### src/shared/gst_map.vh
// Register map, field positions and reset values of the gated sixteen bit timer
`ifndef GST_MAP_VH
`define GST_MAP_VH
// Register byte addresses (12-bit register address port)
`define GST_ADDR_CNT_LO 12'h020C
`define GST_ADDR_CNT_HI 12'h020D
`define GST_ADDR_CTRL 12'h020E
`define GST_ADDR_GCTRL 12'h020F
`define GST_ADDR_CLKSEL 12'h0211
`define GST_ADDR_INT 12'h0220
// Control register fields
`define GST_CTRL_ON 0
`define GST_CTRL_WIDE 1
`define GST_CTRL_SYNC 2
`define GST_CTRL_PS_HI 5
`define GST_CTRL_PS_LO 4
// Gate control register fields
`define GST_GC_GE 7
`define GST_GC_GATE_POLARITY 6
`define GST_GC_GTM 5
`define GST_GC_GATE_SINGLE_PULSE_MODE 4
`define GST_GC_GO 3
`define GST_GC_GATE_VALUE 2
// Interrupt register fields
`define GST_INT_OVF_FLAG 0
`define GST_INT_GATE_FLAG 1
`define GST_INT_OVF_EN 2
`define GST_INT_GATE_EN 3
// Clock source codes that are system clock based
`define GST_CS_FOSC4 5'h01
`define GST_CS_FOSC 5'h02
// Reset values and constants
`define GST_ZERO8 8'h00
`define GST_ZERO16 16'h0000
`define GST_MAX16 16'hFFFF
`define GST_ONE16 16'h0001
`define GST_ONE3 3'h1
`define GST_ZERO3 3'h0
`define GST_ZERO5 5'h00
`define GST_PS_DIV1 2'h0
`define GST_PS_DIV2 2'h1
`define GST_PS_DIV4 2'h2
`define GST_PS_MASK1 3'h0
`define GST_PS_MASK2 3'h1
`define GST_PS_MASK4 3'h3
`define GST_PS_MASK8 3'h7
`endif

### src/hdl/gst_timer.v
// Gated sixteen bit timer with gate logic, prescaler and capture/compare time base
//
// How it works
// - Toggle mode routes gate through toggling flip-flop
// - Toggle flip-flop held clear while toggle off
// - Go bit arms counting from next gate edge
// - Trailing gate edge clears go, blocks gate
// - Clearing single pulse mode clears go bit
// - Toggle plus single pulse counts one cycle
// - Gate value shows gate path output even with gate disabled
// - Gate falling edge sets flag, enable requests
// - Gate flag sets even with gate disabled
// - Counter wraps to zero, sets overflow flag
// - Overflow request needs on, enable, global
// - Sleep counting only as asynchronous counter
// - Count is capture source and compare base
// - Special trigger clears count, no flag
// - Counter write beats special trigger clear
// - Prescaler divides by one, two, four, eight
// - Sync bit ignored for system clock sources
// - Wide access bit buffers high byte
// - On and gate enable choose counting mode
// - Polarity bit selects active gate level
// - Go bit reads one while waiting
//
// Local design decision: the plain strobed port.
`timescale 1ns/1ps
`include "gst_map.vh"

module gst_timer
(
  // Clock and reset
  input wire clk,
  input wire rstn,
  // Register port
  input wire [11:0] reg_addr,
  input wire [7:0] reg_wdata,
  input wire reg_wr,
  input wire reg_rd,
  output wire [7:0] reg_rdata,
  // Gate source, counting clock and system state
  input wire gate_src,
  input wire count_clk_in,
  input wire sleep_mode,
  input wire global_int_enable,
  // Capture/compare unit
  input wire capture_event,
  input wire special_event_trigger,
  input wire [15:0] capture_compare_value,
  output wire [15:0] count_register,
  output wire compare_match,
  output wire [15:0] capture_value,
  // Requests
  output wire overflow_irq,
  output wire gate_irq,
  output wire wake_up
);

  // ****************************************************************
  // Registers
  // ****************************************************************
  reg [15:0] cnt_ff;
  reg [7:0] hi_buf_ff;
  reg [1:0] ps_sel_ff;
  reg sync_byp_ff;
  reg wide_ff;
  reg on_ff;
  reg ge_ff;
  reg gate_polarity_ff;
  reg gtm_ff;
  reg gate_single_pulse_mode_ff;
  reg go_ff;
  reg [4:0] clksel_ff;
  reg ovf_flag_ff;
  reg gate_flag_ff;
  reg ovf_en_ff;
  reg gate_en_ff;
  reg [2:0] ps_cnt_ff;
  reg clk_in_sync1_ff;
  reg clk_in_sync2_ff;
  reg clk_in_prev_ff;
  reg tog_ff;
  reg gate_value_ff;
  reg gate_value_prev_ff;
  reg spm_run_ff;
  reg [7:0] rdata_ff;
  reg [15:0] cap_ff;
  reg match_ff;
  reg ovf_irq_ff;
  reg gate_irq_ff;
  reg wake_ff;

  // ****************************************************************
  // Clock source and prescaler
  // ****************************************************************
  wire sys_src = (clksel_ff == `GST_CS_FOSC4) || (clksel_ff == `GST_CS_FOSC);
  // Async mode only matters for non-system sources; sync bit otherwise ignored
  wire async_mode = sync_byp_ff && !sys_src;
  // Edge of the external counting clock, synchronised except in async mode, or every cycle for system sources
  wire ext_level = async_mode ? clk_in_prev_ff : clk_in_sync2_ff;
  reg ext_rise;
  always @*
  begin
    ext_rise = ext_level && !clk_in_prev_ff;
    if (async_mode)
      ext_rise = count_clk_in && !clk_in_prev_ff;
  end
  wire src_tick = sys_src ? 1'b1 : ext_rise;
  // Sleep stops every source except the unsynchronised counter
  wire src_ok = !sleep_mode || async_mode;

  reg [2:0] ps_mask;
  always @*
  begin
    case (ps_sel_ff)
      `GST_PS_DIV1: ps_mask = `GST_PS_MASK1;
      `GST_PS_DIV2: ps_mask = `GST_PS_MASK2;
      `GST_PS_DIV4: ps_mask = `GST_PS_MASK4;
      default: ps_mask = `GST_PS_MASK8;
    endcase
  end
  wire ps_done = (ps_cnt_ff & ps_mask) == ps_mask;

  // ****************************************************************
  // Gate path
  // ****************************************************************
  wire gate_pol = gate_polarity_ff ? gate_src : !gate_src;
  // Toggle stage: flips on each rising gate edge, cleared while toggle is off
  wire gate_pol_prev;
  reg gate_pol_d_ff;
  assign gate_pol_prev = gate_pol_d_ff;
  wire gate_rise = gate_pol && !gate_pol_prev;
  wire tog_out = gtm_ff ? tog_ff : gate_pol;
  // Single pulse stage gates the toggle output; together they span one cycle
  wire nxt_gate_value = gate_single_pulse_mode_ff ? (tog_out && (spm_run_ff || go_ff)) : tog_out;
  wire gate_value_fall = gate_value_prev_ff && !gate_value_ff;
  wire gate_value_rise = gate_value_ff && !gate_value_prev_ff;
  // Trailing edge of acquired pulse ends acquisition
  wire spm_end = gate_single_pulse_mode_ff && spm_run_ff && gate_value_fall;

  // Counting enable
  wire gate_active = gate_single_pulse_mode_ff ? (spm_run_ff && gate_value_ff) : gate_value_ff;
  wire cnt_en = on_ff && (!ge_ff || gate_active);
  wire inc = cnt_en && src_tick && src_ok && ps_done;

  // ****************************************************************
  // Register decode
  // ****************************************************************
  wire wr_lo = reg_wr && (reg_addr == `GST_ADDR_CNT_LO);
  wire wr_hi = reg_wr && (reg_addr == `GST_ADDR_CNT_HI);
  wire wr_ctrl = reg_wr && (reg_addr == `GST_ADDR_CTRL);
  wire wr_gc = reg_wr && (reg_addr == `GST_ADDR_GCTRL);
  wire wr_cs = reg_wr && (reg_addr == `GST_ADDR_CLKSEL);
  wire wr_int = reg_wr && (reg_addr == `GST_ADDR_INT);
  wire rd_lo = reg_rd && (reg_addr == `GST_ADDR_CNT_LO);

  // ****************************************************************
  // Counter
  // ****************************************************************
  reg [15:0] nxt_cnt;
  always @*
  begin
    nxt_cnt = cnt_ff;
    if (inc)
      nxt_cnt = cnt_ff + `GST_ONE16;
    if (special_event_trigger)
      nxt_cnt = `GST_ZERO16;
    // Writes come last so they win over the special trigger clear
    if (wr_lo)
      nxt_cnt = wide_ff ? {hi_buf_ff, reg_wdata} : {cnt_ff[15:8], reg_wdata};
    if (wr_hi && !wide_ff)
      nxt_cnt = {reg_wdata, nxt_cnt[7:0]};
  end
  // Overflow only from a real increment, never from the trigger clear
  wire ovf = inc && (cnt_ff == `GST_MAX16) && !special_event_trigger && !wr_lo && !wr_hi;

  always @(posedge clk)
  begin
    if (!rstn)
    begin
      cnt_ff <= `GST_ZERO16;
      hi_buf_ff <= `GST_ZERO8;
      ps_cnt_ff <= `GST_ZERO3;
    end
    else
    begin
      cnt_ff <= nxt_cnt;
      // Buffer: latched on low read, loaded by high write in wide mode
      if (rd_lo && wide_ff)
        hi_buf_ff <= cnt_ff[15:8];
      else if (wr_hi && wide_ff)
        hi_buf_ff <= reg_wdata;
      // Prescaler cleared by low byte write or while the timer is off
      if (wr_lo || !on_ff)
        ps_cnt_ff <= `GST_ZERO3;
      else if (cnt_en && src_tick && src_ok)
        ps_cnt_ff <= ps_cnt_ff + `GST_ONE3;
    end
  end

  // ****************************************************************
  // Control registers
  // ****************************************************************
  always @(posedge clk)
  begin
    if (!rstn)
    begin
      ps_sel_ff <= `GST_PS_DIV1;
      sync_byp_ff <= 1'b0;
      wide_ff <= 1'b0;
      on_ff <= 1'b0;
      ge_ff <= 1'b0;
      gate_polarity_ff <= 1'b0;
      gtm_ff <= 1'b0;
      gate_single_pulse_mode_ff <= 1'b0;
      clksel_ff <= `GST_ZERO5;
      ovf_en_ff <= 1'b0;
      gate_en_ff <= 1'b0;
    end
    else
    begin
      if (wr_ctrl)
      begin
        ps_sel_ff <= reg_wdata[`GST_CTRL_PS_HI:`GST_CTRL_PS_LO];
        sync_byp_ff <= reg_wdata[`GST_CTRL_SYNC];
        wide_ff <= reg_wdata[`GST_CTRL_WIDE];
        on_ff <= reg_wdata[`GST_CTRL_ON];
      end
      if (wr_gc)
      begin
        ge_ff <= reg_wdata[`GST_GC_GE];
        gate_polarity_ff <= reg_wdata[`GST_GC_GATE_POLARITY];
        gtm_ff <= reg_wdata[`GST_GC_GTM];
        gate_single_pulse_mode_ff <= reg_wdata[`GST_GC_GATE_SINGLE_PULSE_MODE];
      end
      if (wr_cs)
        clksel_ff <= reg_wdata[4:0];
      if (wr_int)
      begin
        ovf_en_ff <= reg_wdata[`GST_INT_OVF_EN];
        gate_en_ff <= reg_wdata[`GST_INT_GATE_EN];
      end
    end
  end

  // ****************************************************************
  // Gate state: toggle, go bit, gate value, flags
  // ****************************************************************
  wire gate_single_pulse_mode_clr = wr_gc && !reg_wdata[`GST_GC_GATE_SINGLE_PULSE_MODE];
  always @(posedge clk)
  begin
    if (!rstn)
    begin
      gate_pol_d_ff <= 1'b0;
      tog_ff <= 1'b0;
      go_ff <= 1'b0;
      spm_run_ff <= 1'b0;
      gate_value_ff <= 1'b0;
      gate_value_prev_ff <= 1'b0;
      ovf_flag_ff <= 1'b0;
      gate_flag_ff <= 1'b0;
    end
    else
    begin
      gate_pol_d_ff <= gate_pol;
      if (!gtm_ff)
        tog_ff <= 1'b0;
      else if (gate_rise)
        tog_ff <= !tog_ff;
      gate_value_ff <= nxt_gate_value;
      gate_value_prev_ff <= gate_value_ff;
      // Go bit: set by software, cleared at pulse end or when mode is left
      if (gate_single_pulse_mode_clr)
        go_ff <= 1'b0;
      else if (wr_gc && reg_wdata[`GST_GC_GO] && reg_wdata[`GST_GC_GATE_SINGLE_PULSE_MODE])
        go_ff <= 1'b1;
      else if (spm_end)
        go_ff <= 1'b0;
      // Run window opens at the gate edge after go, closes at the trailing edge
      if (gate_single_pulse_mode_clr || spm_end)
        spm_run_ff <= 1'b0;
      else if (go_ff && gate_value_rise)
        spm_run_ff <= 1'b1;
      // Flags: hardware set wins over software clear (write 0 clears)
      if (gate_value_fall)
        gate_flag_ff <= 1'b1;
      else if (wr_int && !reg_wdata[`GST_INT_GATE_FLAG])
        gate_flag_ff <= 1'b0;
      if (ovf)
        ovf_flag_ff <= 1'b1;
      else if (wr_int && !reg_wdata[`GST_INT_OVF_FLAG])
        ovf_flag_ff <= 1'b0;
    end
  end

  // ****************************************************************
  // Clock input sampling, capture/compare, requests, read data
  // ****************************************************************
  reg [7:0] nxt_rdata;
  always @*
  begin
    case (reg_addr)
      `GST_ADDR_CNT_LO: nxt_rdata = cnt_ff[7:0];
      `GST_ADDR_CNT_HI: nxt_rdata = wide_ff ? hi_buf_ff : cnt_ff[15:8];
      `GST_ADDR_CTRL: nxt_rdata = {2'b00, ps_sel_ff, 1'b0, sync_byp_ff, wide_ff, on_ff};
      `GST_ADDR_GCTRL: nxt_rdata = {ge_ff, gate_polarity_ff, gtm_ff, gate_single_pulse_mode_ff, go_ff, gate_value_ff, 2'b00};
      `GST_ADDR_CLKSEL: nxt_rdata = {3'b000, clksel_ff};
      `GST_ADDR_INT: nxt_rdata = {4'h0, gate_en_ff, ovf_en_ff, gate_flag_ff, ovf_flag_ff};
      default: nxt_rdata = `GST_ZERO8;
    endcase
  end

  always @(posedge clk)
  begin
    if (!rstn)
    begin
      clk_in_sync1_ff <= 1'b0;
      clk_in_sync2_ff <= 1'b0;
      clk_in_prev_ff <= 1'b0;
      cap_ff <= `GST_ZERO16;
      match_ff <= 1'b0;
      ovf_irq_ff <= 1'b0;
      gate_irq_ff <= 1'b0;
      wake_ff <= 1'b0;
      rdata_ff <= `GST_ZERO8;
    end
    else
    begin
      // Two-stage sampler for the synchronised mode
      clk_in_sync1_ff <= count_clk_in;
      clk_in_sync2_ff <= clk_in_sync1_ff;
      clk_in_prev_ff <= async_mode ? count_clk_in : clk_in_sync2_ff;
      if (capture_event)
        cap_ff <= cnt_ff;
      match_ff <= (capture_compare_value == cnt_ff);
      ovf_irq_ff <= ovf_flag_ff && on_ff && ovf_en_ff && global_int_enable;
      gate_irq_ff <= gate_flag_ff && gate_en_ff;
      wake_ff <= sleep_mode && async_mode && ovf_flag_ff && on_ff && ovf_en_ff;
      rdata_ff <= reg_rd ? nxt_rdata : `GST_ZERO8;
    end
  end

  // Outputs straight from flip-flops
  assign reg_rdata = rdata_ff;
  assign count_register = cnt_ff;
  assign compare_match = match_ff;
  assign capture_value = cap_ff;
  assign overflow_irq = ovf_irq_ff;
  assign gate_irq = gate_irq_ff;
  assign wake_up = wake_ff;

endmodule

### config.mk
export PLATFORM = sky130hd
export DESIGN_NAME = gst_timer
export DESIGN_NICKNAME = d
export VERILOG_FILES = /design/src/hdl/gst_timer.v
export VERILOG_INCLUDE_DIRS = /design/src /design/src/shared
export SDC_FILE = /design/constraint.sdc
export NUM_CORES = 1
export LEC_CHECK = 0
export ABC_AREA = 1
export ABC_CLOCK_PERIOD_IN_PS = 1600
export BUFFER_PORTS_ARGS = -buffer_cell sky130_fd_sc_hd__buf_4
export CORE_ASPECT_RATIO = 0.8
export CORE_MARGIN = 1
export CORE_UTILIZATION = 50
export DETAILED_ROUTE_END_ITERATION = 12
export PLACE_DENSITY = 0.76
export SYNTH_ARGS = -nofsm -noshare
export SYNTH_HDL_FRONTEND = slang
export SYNTH_SLANG_ARGS = --single-unit
### constraint.sdc
create_clock -name clk -period 1.6 [get_ports clk]
set_input_delay 0.08 -clock clk [delete_from_list [all_inputs] [get_ports clk]]
set_output_delay 0.08 -clock clk [all_outputs]
set_load 0.05 [all_outputs]
# Word-level counts from Yosys, hierarchy flattened
# Index checks and enable logic that the tools add are counted.
# word_totals
ff_bits,82
latch_bits,0
ram_bits,0
romBits,0
inputBits,46
memories,0
# op_classes
add_sub_neg,2
n_mul,0
div_mod_pow,0
order_cmp,0
n_eq_ne,14
shifts,0
mux,24
bitwise_logic,2
n_reduce_logical,77
# ops
cell,n
$mux W16,5
$eq A12 B10 Y1 const B,6
$pmux W8 S6,1
$logic_and A1 B1 Y1,42
$mux W8,3
$logic_not A1 Y1,17
$add A16 B1 Y16 const B,1
$eq A16 B16 Y1,1
$eq A16 B16 Y1 const B,1
$mux W1,14
$pmux W3 S3,1
$reduce_bool A2 Y1,4
$logic_or A1 B1 Y1,6
$reduce_and A2 Y1,3
$reduce_or A2 Y1,3
$eq A5 B1 Y1 const B,1
$eq A5 B2 Y1 const B,1
$reduce_bool A4 Y1,1
$add A3 B1 Y3 const B,1
$and A3 B3 Y3,1
$eq A3 B3 Y1,1
$ne A3 B2 Y1 const B,1
$eq A2 B1 Y1 const B,1
$eq A2 B2 Y1 const B,1
2 further kinds,2

# Logic depth before layout (Yosys ltp)
# Gate-level depths: netlist of the first run.
# depth
word_depth,16
mapped_depth,15
mapped_depth_nobuf,15

# Worst setup path before layout of the first run
# OpenSTA, ideal clock, no wires.
# synth_timing
path_type,reg-to-reg
startpoint,register cnt_ff[0] (netlist: count_register[0])
endpoint,register cnt_ff[14] (netlist: count_register[14])
setup_time_ps,117
arrival_time_ps,1884
required_time_ps,1483
setup_slack_ps,-401
stages_incl_launch_ff,13
n_path_buf,0
synth_period_minus_slack_ps,2001
path_cell_list,dfxtp_1 ha_1 nand2_1 nor2_4 nand2_1 nor2_1 nand4_1 nand4_1 nand2_1 nand2_1 nand3_1 nand2_1 nor2_1
# synth_between
elab_chain_len,5
# synth_lines
element,line_no,source
"start, declared",gst_timer.v:62,reg [15:0] cnt_ff;
"start signal, assigned",gst_timer.v:181,cnt_ff <= `GST_ZERO16;
"start signal, assigned",gst_timer.v:187,cnt_ff <= nxt_cnt;
$add A16 B1 Y16 (no source line),--,
$mux W16,gst_timer.v:164,if (inc)
$mux W16,gst_timer.v:166,if (special_event_trigger)
$mux W16,gst_timer.v:169,if (wr_lo)
$mux W16,gst_timer.v:171,if (wr_hi && !wide_ff)
# Every way passes these cells. The select of a mux whose other input is x is not followed.
# A chain may end at the register's enable or synchronous reset.

# Worst setup path after layout of the first run
# layout_timing
startpoint,register cnt_ff[8] (netlist: count_register[8])
endpoint,register cnt_ff[12] (netlist: count_register[12])
# The elaborated chain is that of the path after synthesis.

==> results of run 1 <==
final cells by class:
class                      count  share of cell area
clock buffer                   9              0.0358
clock inverter                 7             0.00934
inverter                      88              0.0573
multi-input combinational    459               0.415
sequential                    82               0.266
tap                          112              0.0223
timing repair buffer         154               0.195
cell usage after synthesis, types with 2 or more instances:
library cell / instances
sky130_fd_sc_hd__nor4_1: 3
sky130_fd_sc_hd__nand3_2: 3
sky130_fd_sc_hd__o22ai_1: 15
sky130_fd_sc_hd__clkbuf_1: 11
sky130_fd_sc_hd__nand2_1: 109
sky130_fd_sc_hd__nand2_8: 2
sky130_fd_sc_hd__inv_2: 10
sky130_fd_sc_hd__nor2_2: 6
sky130_fd_sc_hd__nand4_1: 8
sky130_fd_sc_hd__ha_1: 2
sky130_fd_sc_hd__or2_2: 4
sky130_fd_sc_hd__a221oi_1: 4
sky130_fd_sc_hd__o21ai_2: 2
sky130_fd_sc_hd__nor3_2: 2
sky130_fd_sc_hd__nand3_1: 23
sky130_fd_sc_hd__dfxtp_1: 82
sky130_fd_sc_hd__o21ai_1: 9
sky130_fd_sc_hd__nand3_4: 3
sky130_fd_sc_hd__inv_6: 2
sky130_fd_sc_hd__xor2_1: 10
sky130_fd_sc_hd__a21oi_2: 3
sky130_fd_sc_hd__a31oi_1: 2
sky130_fd_sc_hd__o211ai_1: 3
sky130_fd_sc_hd__a21oi_1: 64
sky130_fd_sc_hd__nand2_2: 7
sky130_fd_sc_hd__nor3_1: 13
sky130_fd_sc_hd__a211oi_1: 2
sky130_fd_sc_hd__buf_2: 3
sky130_fd_sc_hd__o221ai_1: 2
sky130_fd_sc_hd__nor3_4: 2
sky130_fd_sc_hd__nor2_4: 5
sky130_fd_sc_hd__nor2_1: 67
sky130_fd_sc_hd__o21ai_0: 74
sky130_fd_sc_hd__inv_1: 74
sequential cells by signal, summed over array words and instances (netlist names), 2 cells and up:
signal	flops
hi_buf_ff	8
count_register	16
reg_rdata	8
ps_sel_ff	2
clksel_ff	5
capture_value	16
ps_cnt_ff	3
where the power goes:
part / total, mW / internal [mW] / leakage, nW / switching [mW]
clock network: 1.99 / 1.08 / 0.139 / 0.910
logic: 0.851 / 0.311 / 1.98 / 0.540
registers: 2.16 / 2.10 / 0.676 / 0.0567
worst max path at each step:
stage                      startpoint                 end  depth (start not counted)
global placement    count_register[1]         ovf_flag_ff                          7
floorplan           count_register[0]  count_register[14]                         12
global route        count_register[8]  count_register[12]                          9
CTS                      clksel_ff[3]  count_register[12]                         13
detailed placement  count_register[1]         ovf_flag_ff                          7
finish              count_register[8]  count_register[12]                          9
kinds of logic after synthesis:
group,count (synthesis),synth area share
simple gates,262,0.288
xor+xnor,10,0.0194
fa+ha+maj,2,0.00555
compound gates,184,0.224
buf+inv,105,0.0990
flops,82,0.364
what timing repair did:
action,4_1_cts,5_1_grt
setup endpoints to repair,10,19
gates cloned,0,2
buffers inserted,1,7
pin swaps,5,26
hold buffers,3,0
hold endpoints to repair,3,0
resized for setup,12,42
routing by layer:
layer  vias up  track usage  share of wire
met3        33       0.0726           0.10
met1      2387        0.495           0.44
met4         0        0.116          0.025
met2       306        0.515           0.43
met5         -            0              0
li1       2457            -              -
worst max-delay path: cells and delay by family, from the launching register on:
kind	cells	cell delay, ns
buf+inv	1	0.15
compound gates	1	0.19
simple gates	7	0.76
flops	1	0.42
placed cells by master, fill, tap and decap left out, drive strengths merged, types with 10 or more instances in the layout:
master  synthesis  routed
o21ai          85      85
nand2         119     120
nor3           17      17
dfxtp          82      82
xor2           10      10
nand3          29      29
inv            86      90
nor2           79      79
buf             5     150
o22ai          15      15
clkbuf         12      10
a21oi          67      67
metrics by stage:
step           cells  power, mW  setup slack (ns)  utilization
2_1_floorplan    645       2.64           -0.0198            -
3_3_place_gp     883       2.97          -0.00525        0.657
3_5_place_dp     883       2.99           -0.0448        0.657
4_1_cts          903       4.96           -0.0188        0.700
5_1_grt          911       5.17            -0.127        0.729
6_report         911       4.99           -0.0112        0.729
==> impl_results.md, run 1 <==
- Maximum fanout count along the critical path: 9
- Total wirelength of the detailed-routed design: 16100 microns
- CTS clk-pin slew, worst paths: 0.07 ns
- Pin slew with the least headroom to its limit: 0.442 ns
- Std cell rows: 30
- Final antenna-violating net count: 0
- Depth of the worst register-to-register path: 9
- Post-route cell area: ~0.0063 sq mm
- Aggregate global routing overflow: 0
- Summed negative setup slack over all endpoints: -0.0323 ns
- Number of enable flip-flop cells after synthesis: 0
- Type of element launching the critical path: flip-flop
- Final worst-path setup slack: -0.0112 ns
- HP Start: capture_compare_value[6]
- Placed Area: between 0.005 and 0.006 sq mm
- Netlist Area Pre-Place: 0.00451 sq mm
- Crit Path Category: reg2reg
- Total number of H-tree levels: 3
- Number of clock buffers inserted by TritonCTS: 9
- Delay contributed by the slowest stage of the critical path: 0.42 ns
- Multi-input gate area in the final layout: 0.00261 sq mm
- Final min period: 1.61 ns
- RSZ-0062 raised after global routing: true
- Distinct cells, synth: 48
- Detailed placement HPWL: 12000 microns
- WHS Path Cells: 4
- Remaining max-slew budget at the tightest pin: 0.705
- Bufs on Longest Clock Path: 2
- Fraction of synthesized cell area taken by the top area cell type: 0.364
- Combined flip-flop and latch cell area: roughly 0.0017 sq mm
- Number of clock sinks: between 80 and 90
- Pin count of the biggest net entering global routing: 33
- Violations in the final reports: negative setup slack
- Power density normalized to cell area: 794 mW/mm^2
- Clock tree root buffer cell: sky130_fd_sc_hd__clkbuf_16
- Filler cell count in the final layout: 720
- Achievable clock frequency: 0.621 GHz
- Final-layout worst hold slack: 0.0292 ns
- Post-synthesis sequential element count: 82
- Diode insertion count for antenna repair: 0
- Remaining DRCs: 0
- Endpoints failing setup: 4
- Vias after detailed routing: 5183
- Data arrival time at the worst-slack endpoint: 1.85 ns
- Initial antenna violation count: 0
- Maxcap violations: 0
- Cell type with the highest aggregate area in the netlist: sky130_fd_sc_hd__dfxtp_1
- Crit. End Element: flip-flop
- Insertion delay of the later-clocked pin in the worst-skew pair: 0.35 ns
- Commonest register cell after synthesis: sky130_fd_sc_hd__dfxtp_1
- First-pass GRT wire length: between 20000 and 25000 microns
- Final weighted congestion of routability-driven global placement: 0.977
- CTS tree: done
- RR Startpoint: count_register[8]
- Top cells by area, synth: sky130_fd_sc_hd__dfxtp_1 36%, sky130_fd_sc_hd__nand2_1 9.1%, sky130_fd_sc_hd__o21ai_0 8.2%
- Number of hold-slack violations in the final timing report: 0
- Yosys warns: 0
- Vertical die dimension: 87.0 microns
- I/O Buffers: 89
- Sequential share of the synthesized area: 0.364
- Core region area: 0.00863 sq mm
- Die area: 0.00941 sq mm
- Global-route usage over all layers: 0.346
- Worst setup skew after layout: 0.00990 ns
- Reported leakage power: roughly 2.8 nW
- Run status: finished with violations
- Worst setup slack for register-to-register paths: -0.01 ns
- IO Count: 90
- Worst r2r dst: count_register[12]
- Fraction of layout instances using a drive strength above 1: 0.348
- Total iterations of the first detailed-routing run: 5
- Slowest cell on crit path: sky130_fd_sc_hd__dfxtp_4
- Worst Path Required: 1.84 ns
- Synthesized netlist net count: 693
- Starting Density: 0.522
- Vias in the first global route: roughly 4.7k
- Number of nets in the layout: 842
- Layout overhead on the synthesized area: 39.5%
- Syn Inst Count: 645
- Die boundary width: 108 microns
- Worst ir drop on vdd: 721 uV
- Worst hold path endpoint: compare_match
- Share of synthesized registers carrying an async set or reset: 0
- Class of the tightest hold or removal check: in2reg
- Synthesized area divided by synthesized cell count: 6.99 sq um
- Most frequent cell on the critical path: sky130_fd_sc_hd__nor2_1
- Slew Viols, Final: 0
- Ratio of routed vias to standard cells: 5.69
- Critical-path cell list: inv_1 > nor3_2 > nand4_1 > nand2_1 > nor2_1 > o21ai_0 > nand3_2 > nand2_2 > nor2_1
- Part of the cycle the worst path needs: 1.01
- Average routed wire per standard cell: between 15 and 20 microns
- Iter 0 DRT Violations: 573
Note: power is estimated with default switching activity, not from simulation.
==> inputs of run 2 (changes only) <==
--- a/config.mk
+++ b/config.mk
@@ -14,6 +14,7 @@
 export CORE_UTILIZATION = 50
 export DETAILED_ROUTE_END_ITERATION = 12
 export PLACE_DENSITY = 0.76
+export REMOVE_ABC_BUFFERS = 1
 export SYNTH_ARGS = -nofsm -noshare
 export SYNTH_HDL_FRONTEND = slang
 export SYNTH_SLANG_ARGS = --single-unit
==> run 2 against run 1 <==
The flow still finishes with violations (negative setup slack). Clock skew shrank 0.0021 ns. Cell count grew 2.1%. Wire length grew 1.4%. Maximum frequency shrank 6.8%. Sequential power is essentially flat. Hold slack lost 0.028 ns. Largest cell class unchanged. Largest power group is now the clock network.
==> impl_results.md, run 2 (synthesized netlist as in run 1, its figures left out) <==
- Diode insertion count for antenna repair: 0 (unchanged)
- Cell count after placement: 905 (+2.5%)
- Pin slew with the least headroom to its limit: 0.450 ns (+0.00775 ns)
- WHS Path Cells: 3 (-1)
- Filler cell count in the final layout: 673 (-6.5%)
- Class of the tightest hold or removal check: in2reg
- Fraction of layout instances using a drive strength above 1: 0.358 (+0.0103)
- Number of hold-slack violations in the final timing report: 0 (unchanged)
- Initial antenna violation count: 0 (unchanged)
- CTS clk-pin slew, worst paths: 0.07 ns (about the same)
- Bufs on Longest Clock Path: 2 (unchanged)
- Crit Path Category: reg2reg
- Starting Density: 0.522 (unchanged)
- Run status: finished with violations
- Power density normalized to cell area: 837 mW/mm^2 (+5.4%)
- Total iterations of the first detailed-routing run: 6 (+1)
- Vias after detailed routing: 5333 (+2.9%)
- Iter 0 DRT Violations: 576 (+0.52%)
- Part of the cycle the worst path needs: 1.08 (+0.0733)
- Pin count of the biggest net entering global routing: 33 (unchanged)
- Remaining DRCs: 0 (unchanged)
- Worst setup skew after layout: 0.00785 ns (-0.00206 ns)
- RSZ-0062 raised after global routing: true
- Final antenna-violating net count: 0 (unchanged)
- Die boundary width: 108 microns (unchanged)
- Die area: 0.00941 sq mm (unchanged)
- Vias in the first global route: 4848 (+4.0%)
- Ratio of routed vias to standard cells: 5.73 (+0.79%)
- Remaining max-slew budget at the tightest pin: 0.697 (-0.00834)
- Number of non-filler instances in the completed layout: 930 (+2.1%)
- I/O Buffers: 89 (unchanged)
- Final weighted congestion of routability-driven global placement: 0.991 (+1.4%)
- Reported leakage power: 2.92 nW (+4.3%)
- Number of clock buffers inserted by TritonCTS: 9 (unchanged)
- Most frequent standard cell in the layout excluding fill and tap cells: sky130_fd_sc_hd__buf_4
- Achievable clock frequency: 0.579 GHz (-6.8%)
- CTS tree: done
- Worst Path Required: 1.89 ns (+0.05 ns)
- Power after layout: 5.40 mW (+8.1%)
- Crit. End Element: flip-flop
- Aggregate global routing overflow: 0 (unchanged)
- Maxcap violations: 0 (unchanged)
- IO Count: 90 (unchanged)
- Data arrival time at the worst-slack endpoint: 2.02 ns (+0.17 ns)
- Final worst-path setup slack: -0.129 ns (-0.117 ns)
- Number of clock sinks: 82 (unchanged)
- Maximum fanout count along the critical path: 5 (-4)
- Violations in the final reports: negative setup slack
- Type of element launching the critical path: flip-flop
- Combined flip-flop and latch cell area: 0.00165 sq mm (-1.1%)
- Vertical die dimension: 87.0 microns (unchanged)
- Leading cell types in the layout, fill and taps excluded: 165 x sky130_fd_sc_hd__buf_4, 100 x sky130_fd_sc_hd__nand2_1, 72 x sky130_fd_sc_hd__dfxtp_1
- Std cell rows: 30 (unchanged)
- Clock tree root buffer cell: sky130_fd_sc_hd__clkbuf_16
- Insertion delay of the later-clocked pin in the worst-skew pair: 0.35 ns (about the same)
- Final min period: 1.73 ns (+0.117 ns)
- Worst ir drop on vdd: 856 uV (+19%)
- Total number of H-tree levels: 3 (unchanged)
- Multi-input gate area in the final layout: 0.00261 sq mm (about the same)
- Global-route usage over all layers: 0.349 (+0.00310)
- Endpoints failing setup: 14 (+10)
- First-pass GRT wire length: 24600 microns (+1.5%)
- Number of nets in the layout: 861 (+2.3%)
- Core region area: 0.00863 sq mm (unchanged)
- Depth of the worst register-to-register path: 14 (+5)
- Layout overhead on the synthesized area: 43.0%
- Detailed placement HPWL: 11700 microns (-1.9%)
- Slew Viols, Final: 0 (unchanged)
- Average routed wire per standard cell: 17.6 microns (-0.64%)
- Total wirelength of the detailed-routed design: 16300 microns (+1.4%)
## run 2: timing repair
action | CTS | global route
endpoints found under the setup margin | 14 | 24
pin swaps | 5 | 13
hold buffers | 3 | 0
gates resized for setup | 22 | 48
setup buffers | 3 | 3
cloned | 0 | 1
endpoints found under the hold margin | 3 | 0
## run 2: worst paths after layout
check	from	endpoint	slack (ns)
setup / recovery	clksel_ff[3]	count_register[9]	-0.13
hold / removal	gate_src	gate_pol_d_ff	0.0009
hold reg to reg	gate_value_ff	gate_value_prev_ff	0.44
setup reg to reg	clksel_ff[3]	count_register[9]	-0.13
## run 2: metal layers
metal,routed length (microns),vias up,GRT usage
met5,0,-,0
met4,571,0,0.148
met2,7160,291,0.526
li1,-,2489,-
met3,1720,58,0.0912
met1,6870,2495,0.471
## run 2: layout make-up
type,count,share of cell area
clock buffers,9,0.0349
clock inverters,7,0.0163
inverters,88,0.0555
multi-input cells,458,0.404
flip-flops and latches,82,0.256
well taps,112,0.0217
repair buffers,174,0.211
## run 2: power breakdown
part           internal (mW)  total, mW  switching [mW]
clock network           1.39       2.34           0.944
registers               2.10       2.14          0.0436
logic                  0.343      0.915           0.572
total                   3.84       5.40            1.56
## run 2: critical path, cell delays in order, from the launching register on
cell and delay (ns):
sky130_fd_sc_hd__dfxtp_2 0.32, sky130_fd_sc_hd__inv_2 0.06, sky130_fd_sc_hd__nand2_2 0.06, sky130_fd_sc_hd__nor2_2 0.12
sky130_fd_sc_hd__nand2_2 0.11, sky130_fd_sc_hd__nand2_4 0.12, sky130_fd_sc_hd__nand2_4 0.06, sky130_fd_sc_hd__nand3_2 0.06
sky130_fd_sc_hd__nand2_2 0.08, sky130_fd_sc_hd__nand3_4 0.11, sky130_fd_sc_hd__nand3_4 0.14, sky130_fd_sc_hd__buf_12 0.16
sky130_fd_sc_hd__nand3_1 0.08, sky130_fd_sc_hd__nand2_1 0.06, sky130_fd_sc_hd__nor2_1 0.11
## run 2: stage by stage
stage | area [sq um] | TNS [ns] | util | hold WS, ns | setup WS (ns)
final | 6450 | -0.880 | 0.747 | 0.000939 | -0.129
after global placement | 5810 | -0.229 | 0.673 | 0.271 | -0.178
after CTS | 6250 | -0.138 | 0.724 | 0.00435 | -0.0315
after global routing | 6450 | -2.56 | 0.747 | 0.0269 | -0.219
after detailed placement | 5810 | -0.475 | 0.673 | 0.273 | -0.201
after floorplan | 4420 | -2.64 | - | 0.169 | -0.404
==> inputs of run 3 (changes only) <==
--- a/config.mk
+++ b/config.mk
@@ -7,13 +7,14 @@
 export NUM_CORES = 1
 export LEC_CHECK = 0
 export ABC_AREA = 1
-export ABC_CLOCK_PERIOD_IN_PS = 1600
+export ABC_CLOCK_PERIOD_IN_PS = 2000
 export BUFFER_PORTS_ARGS = -buffer_cell sky130_fd_sc_hd__buf_4
 export CORE_ASPECT_RATIO = 0.8
 export CORE_MARGIN = 1
 export CORE_UTILIZATION = 50
 export DETAILED_ROUTE_END_ITERATION = 12
-export PLACE_DENSITY = 0.76
+export PLACE_DENSITY = 0.74
+export RECOVER_POWER = 25
 export REMOVE_ABC_BUFFERS = 1
 export SYNTH_ARGS = -nofsm -noshare
 export SYNTH_HDL_FRONTEND = slang
==> constraint.sdc (replaced) <==
create_clock -name clk -period 2 [get_ports clk]
set_input_delay 0.1 -clock clk [delete_from_list [all_inputs] [get_ports clk]]
set_output_delay 0.1 -clock clk [all_outputs]
set_load 0.05 [all_outputs]
==> run 3 against run 2 <==
The run now ends clean. Sequential share of layout area up 3.1 points. Die area is the same. First-iteration DRC count down 9.0%. Clock power shrank 21%. Critical endpoint is now count_register[14].
==> impl_results.md, run 3 (synthesized netlist as in run 1, its figures left out) <==
- Run status: finished clean
- Cell count after placement: 850 (-6.1%)
- Die boundary width: 108 microns (unchanged)
- Number of clock sinks: 82 (unchanged)
- Maximum fanout count along the critical path: 5 (unchanged)
- Data arrival time at the worst-slack endpoint: 2.21 ns (+0.19 ns)
- Class of the tightest hold or removal check: in2reg
- Vias after detailed routing: 4898 (-8.2%)
- Slowest cell on crit path: sky130_fd_sc_hd__dfxtp_1
- RSZ-0062 raised after global routing: true
- IO Count: 90 (unchanged)
- Vias in the first global route: 4445 (-8.3%)
- Remaining DRCs: 0 (unchanged)
- Bufs on Longest Clock Path: 2 (unchanged)
- Iter 0 DRT Violations: 524 (-9.0%)
- Slew Viols, Final: 0 (unchanged)
- Final weighted congestion of routability-driven global placement: 0.980 (-1.1%)
- Finished Core Util: 0.661 (-0.0862)
- Total number of H-tree levels: 3 (unchanged)
- Pre-CTS worst setup slack: 0.115 ns (+0.315 ns)
- Number of non-filler instances in the completed layout: 869 (-6.6%)
- Endpoints failing setup: 0 (-14)
- Global-route usage over all layers: 0.325 (-0.0241)
- Worst ir drop on vdd: 642 uV (-25%)
- Type of element launching the critical path: flip-flop
- Cell family contributing the most delay on the critical path: simple AND/OR/NAND/NOR gates
- Post-route cell area: 0.00571 sq mm (-12%)
- Final min period: 1.92 ns (+0.196 ns)
- Crit Path Category: reg2reg
- Initial antenna violation count: 0 (unchanged)
- Die area: 0.00941 sq mm (unchanged)
- Std cell rows: 30 (unchanged)
- Worst setup skew after layout: 0.00661 ns (-0.00124 ns)
- Worst Path Required: 2.29 ns (+0.40 ns)
- Number of hold-slack violations in the final timing report: 0 (unchanged)
- Total wirelength of the detailed-routed design: 14800 microns (-9.4%)
- Comb power frac: 0.146 (-0.024)
- Highest metal layer with signal wires: met4
- CTS clk-pin slew, worst paths: 0.07 ns (about the same)
- Part of the cycle the worst path needs: 0.962 (-0.118)
- Placed Area: 0.00538 sq mm (-7.3%)
- Vertical die dimension: 87.0 microns (unchanged)
- Met2 wire length: 6400 microns (-11%)
- Crit. End Element: flip-flop
- Detailed placement HPWL: 11200 microns (-5.0%)
- Insertion delay of the later-clocked pin in the worst-skew pair: 0.35 ns (about the same)
- Reported leakage power: 2.49 nW (-15%)
- Number of nets in the layout: 800 (-7.1%)
- Aggregate global routing overflow: 0 (unchanged)
- Most frequent cell on the critical path: sky130_fd_sc_hd__nand2_1
- Met3 wire length: 1550 microns (-10%)
- Number of buffers inserted by post-CTS setup repair: 0 (-3)
- Final worst-path setup slack: 0.0756 ns (+0.204 ns)
- Switch Pwr: 1.18 mW (-24%)
- Pin count of the biggest net entering global routing: 33 (unchanged)
- Clock power frac: 0.444 (+0.011)
- Delay contributed by the slowest stage of the critical path: 0.40 ns (+0.08 ns)
- Switch share: 0.283 (-0.00625)
- Total iterations of the first detailed-routing run: 6 (unchanged)
- Pin slew with the least headroom to its limit: 0.619 ns (+0.169 ns)
- I/O Buffers: 89 (unchanged)
- Internal power: 3.00 mW (-22%)
- Combined buffer and inverter count along the critical path: 0 (-2)
- Final antenna-violating net count: 0 (unchanged)
- Core region area: 0.00863 sq mm (unchanged)
- DRT met1 WL: 6640 microns (-3.4%)
- Clock tree root buffer cell: sky130_fd_sc_hd__clkbuf_16
- Fraction of layout instances using a drive strength above 1: 0.219 (-0.139)
- Average routed wire per standard cell: 17.0 microns (-3.0%)
- First-pass GRT wire length: 23000 microns (-6.6%)
- Power density normalized to cell area: 734 mW/mm^2 (-12%)
- Filler cell count in the final layout: 784 (+16%)
- Ratio of routed vias to standard cells: 5.64 (-1.7%)
- Power after layout: 4.19 mW (-22%)
- Achievable clock frequency: 0.520 GHz (-10%)
- Leading cell types in the layout, fill and taps excluded: 109 x sky130_fd_sc_hd__nand2_1, 95 x sky130_fd_sc_hd__buf_4, 82 x sky130_fd_sc_hd__dfxtp_1
- Most frequent standard cell in the layout excluding fill and tap cells: sky130_fd_sc_hd__nand2_1
- Combined flip-flop and latch cell area: 0.00164 sq mm (-0.76%)
- Worst setup slack for register-to-register paths: 0.08 ns (+0.20 ns)
- Diode insertion count for antenna repair: 0 (unchanged)
- Layout overhead on the synthesized area: 26.5%
- Critical-path cell list: ha_1 > nand2_1 > nor2_4 > nand2_1 > nor2_2 > nand3_1 > nand2_1 > nand4_1 > nand2_1 > nand2_1 > nand3_1 > nand2_1 > nor2_1
- Starting Density: 0.522 (unchanged)
- Multi-input gate area in the final layout: 0.00244 sq mm (-6.5%)
- Number of clock buffers inserted by TritonCTS: 9 (unchanged)
- CTS tree: done
- Maxcap violations: 0 (unchanged)
- Part of the power in registers: 0.410 (+0.013)
- Remaining max-slew budget at the tightest pin: 0.589 (-0.108)
==> run 3: cell count changes in the layout (fill, tap and decap cells not counted), sizes merged <==
cell	change
clkinvlp	-1
buf	-75
clkbuf	+14
clkinv	+1
==> run 3: power by group through the flow <==
stage / clock, mW / sequential [mW] / combinational, mW
4_1_cts: 1.88 / 1.72 / 0.611
3_5_place_dp: 0 / 1.75 / 0.603
6_report: 1.86 / 1.72 / 0.611
3_3_place_gp: 0 / 1.75 / 0.599
2_1_floorplan: 0 / 1.88 / 0.197
5_1_grt: 1.93 / 1.72 / 0.652
==> run 3: metal layers <==
| metal | up-vias | global-route usage |
|---|---|---|
| li1 | 2362 | - |
| met1 | 2283 | 0.465 |
| met2 | 233 | 0.491 |
| met3 | 20 | 0.0763 |
| met4 | 0 | 0.0797 |
| met5 | - | 0 |
==> run 3: final timing paths <==
kind | depth (start not counted) | from | end
worst max-delay path | 13 | count_register[1] | count_register[14]
worst min-delay path | 3 | gate_src | gate_pol_d_ff
worst max register to register | 13 | count_register[1] | count_register[14]
worst min register to register | 2 | clk_in_sync1_ff | clk_in_sync2_ff
==> run 3: what timing repair did <==
action	4_1_cts	5_1_grt
hold buffers	3	0
hold endpoints to repair	3	0
setup endpoints to repair	0	4
gates resized for setup	0	3
==> run 3: final cells by class <==
type | count | share of cell area
clock buffers | 9 | 0.0395
multi-input cells | 458 | 0.428
repair buffers | 113 | 0.140
flip-flops and latches | 82 | 0.288
clock inverters | 7 | 0.0184
well taps | 112 | 0.0246
inverters | 88 | 0.0621
==> run 3: worst reg2reg max path, stage by stage, from the launching register on <==
cell and delay, ns:
sky130_fd_sc_hd__dfxtp_1 0.40, sky130_fd_sc_hd__ha_1 0.19, sky130_fd_sc_hd__nand2_1 0.13, sky130_fd_sc_hd__nor2_4 0.20
sky130_fd_sc_hd__nand2_1 0.14, sky130_fd_sc_hd__nor2_2 0.19, sky130_fd_sc_hd__nand3_1 0.11, sky130_fd_sc_hd__nand2_1 0.08
sky130_fd_sc_hd__nand4_1 0.09, sky130_fd_sc_hd__nand2_1 0.08, sky130_fd_sc_hd__nand2_1 0.05, sky130_fd_sc_hd__nand3_1 0.07
sky130_fd_sc_hd__nand2_1 0.06, sky130_fd_sc_hd__nor2_1 0.08
==> run 3: metrics by stage <==
stage               hold slack [ns]  setup TNS, ns
global placement              0.298              0
CTS                          0.0296              0
finish                       0.0330              0
global route                 0.0584        -0.0425
detailed placement            0.294              0
floorplan                     0.189       -0.00417
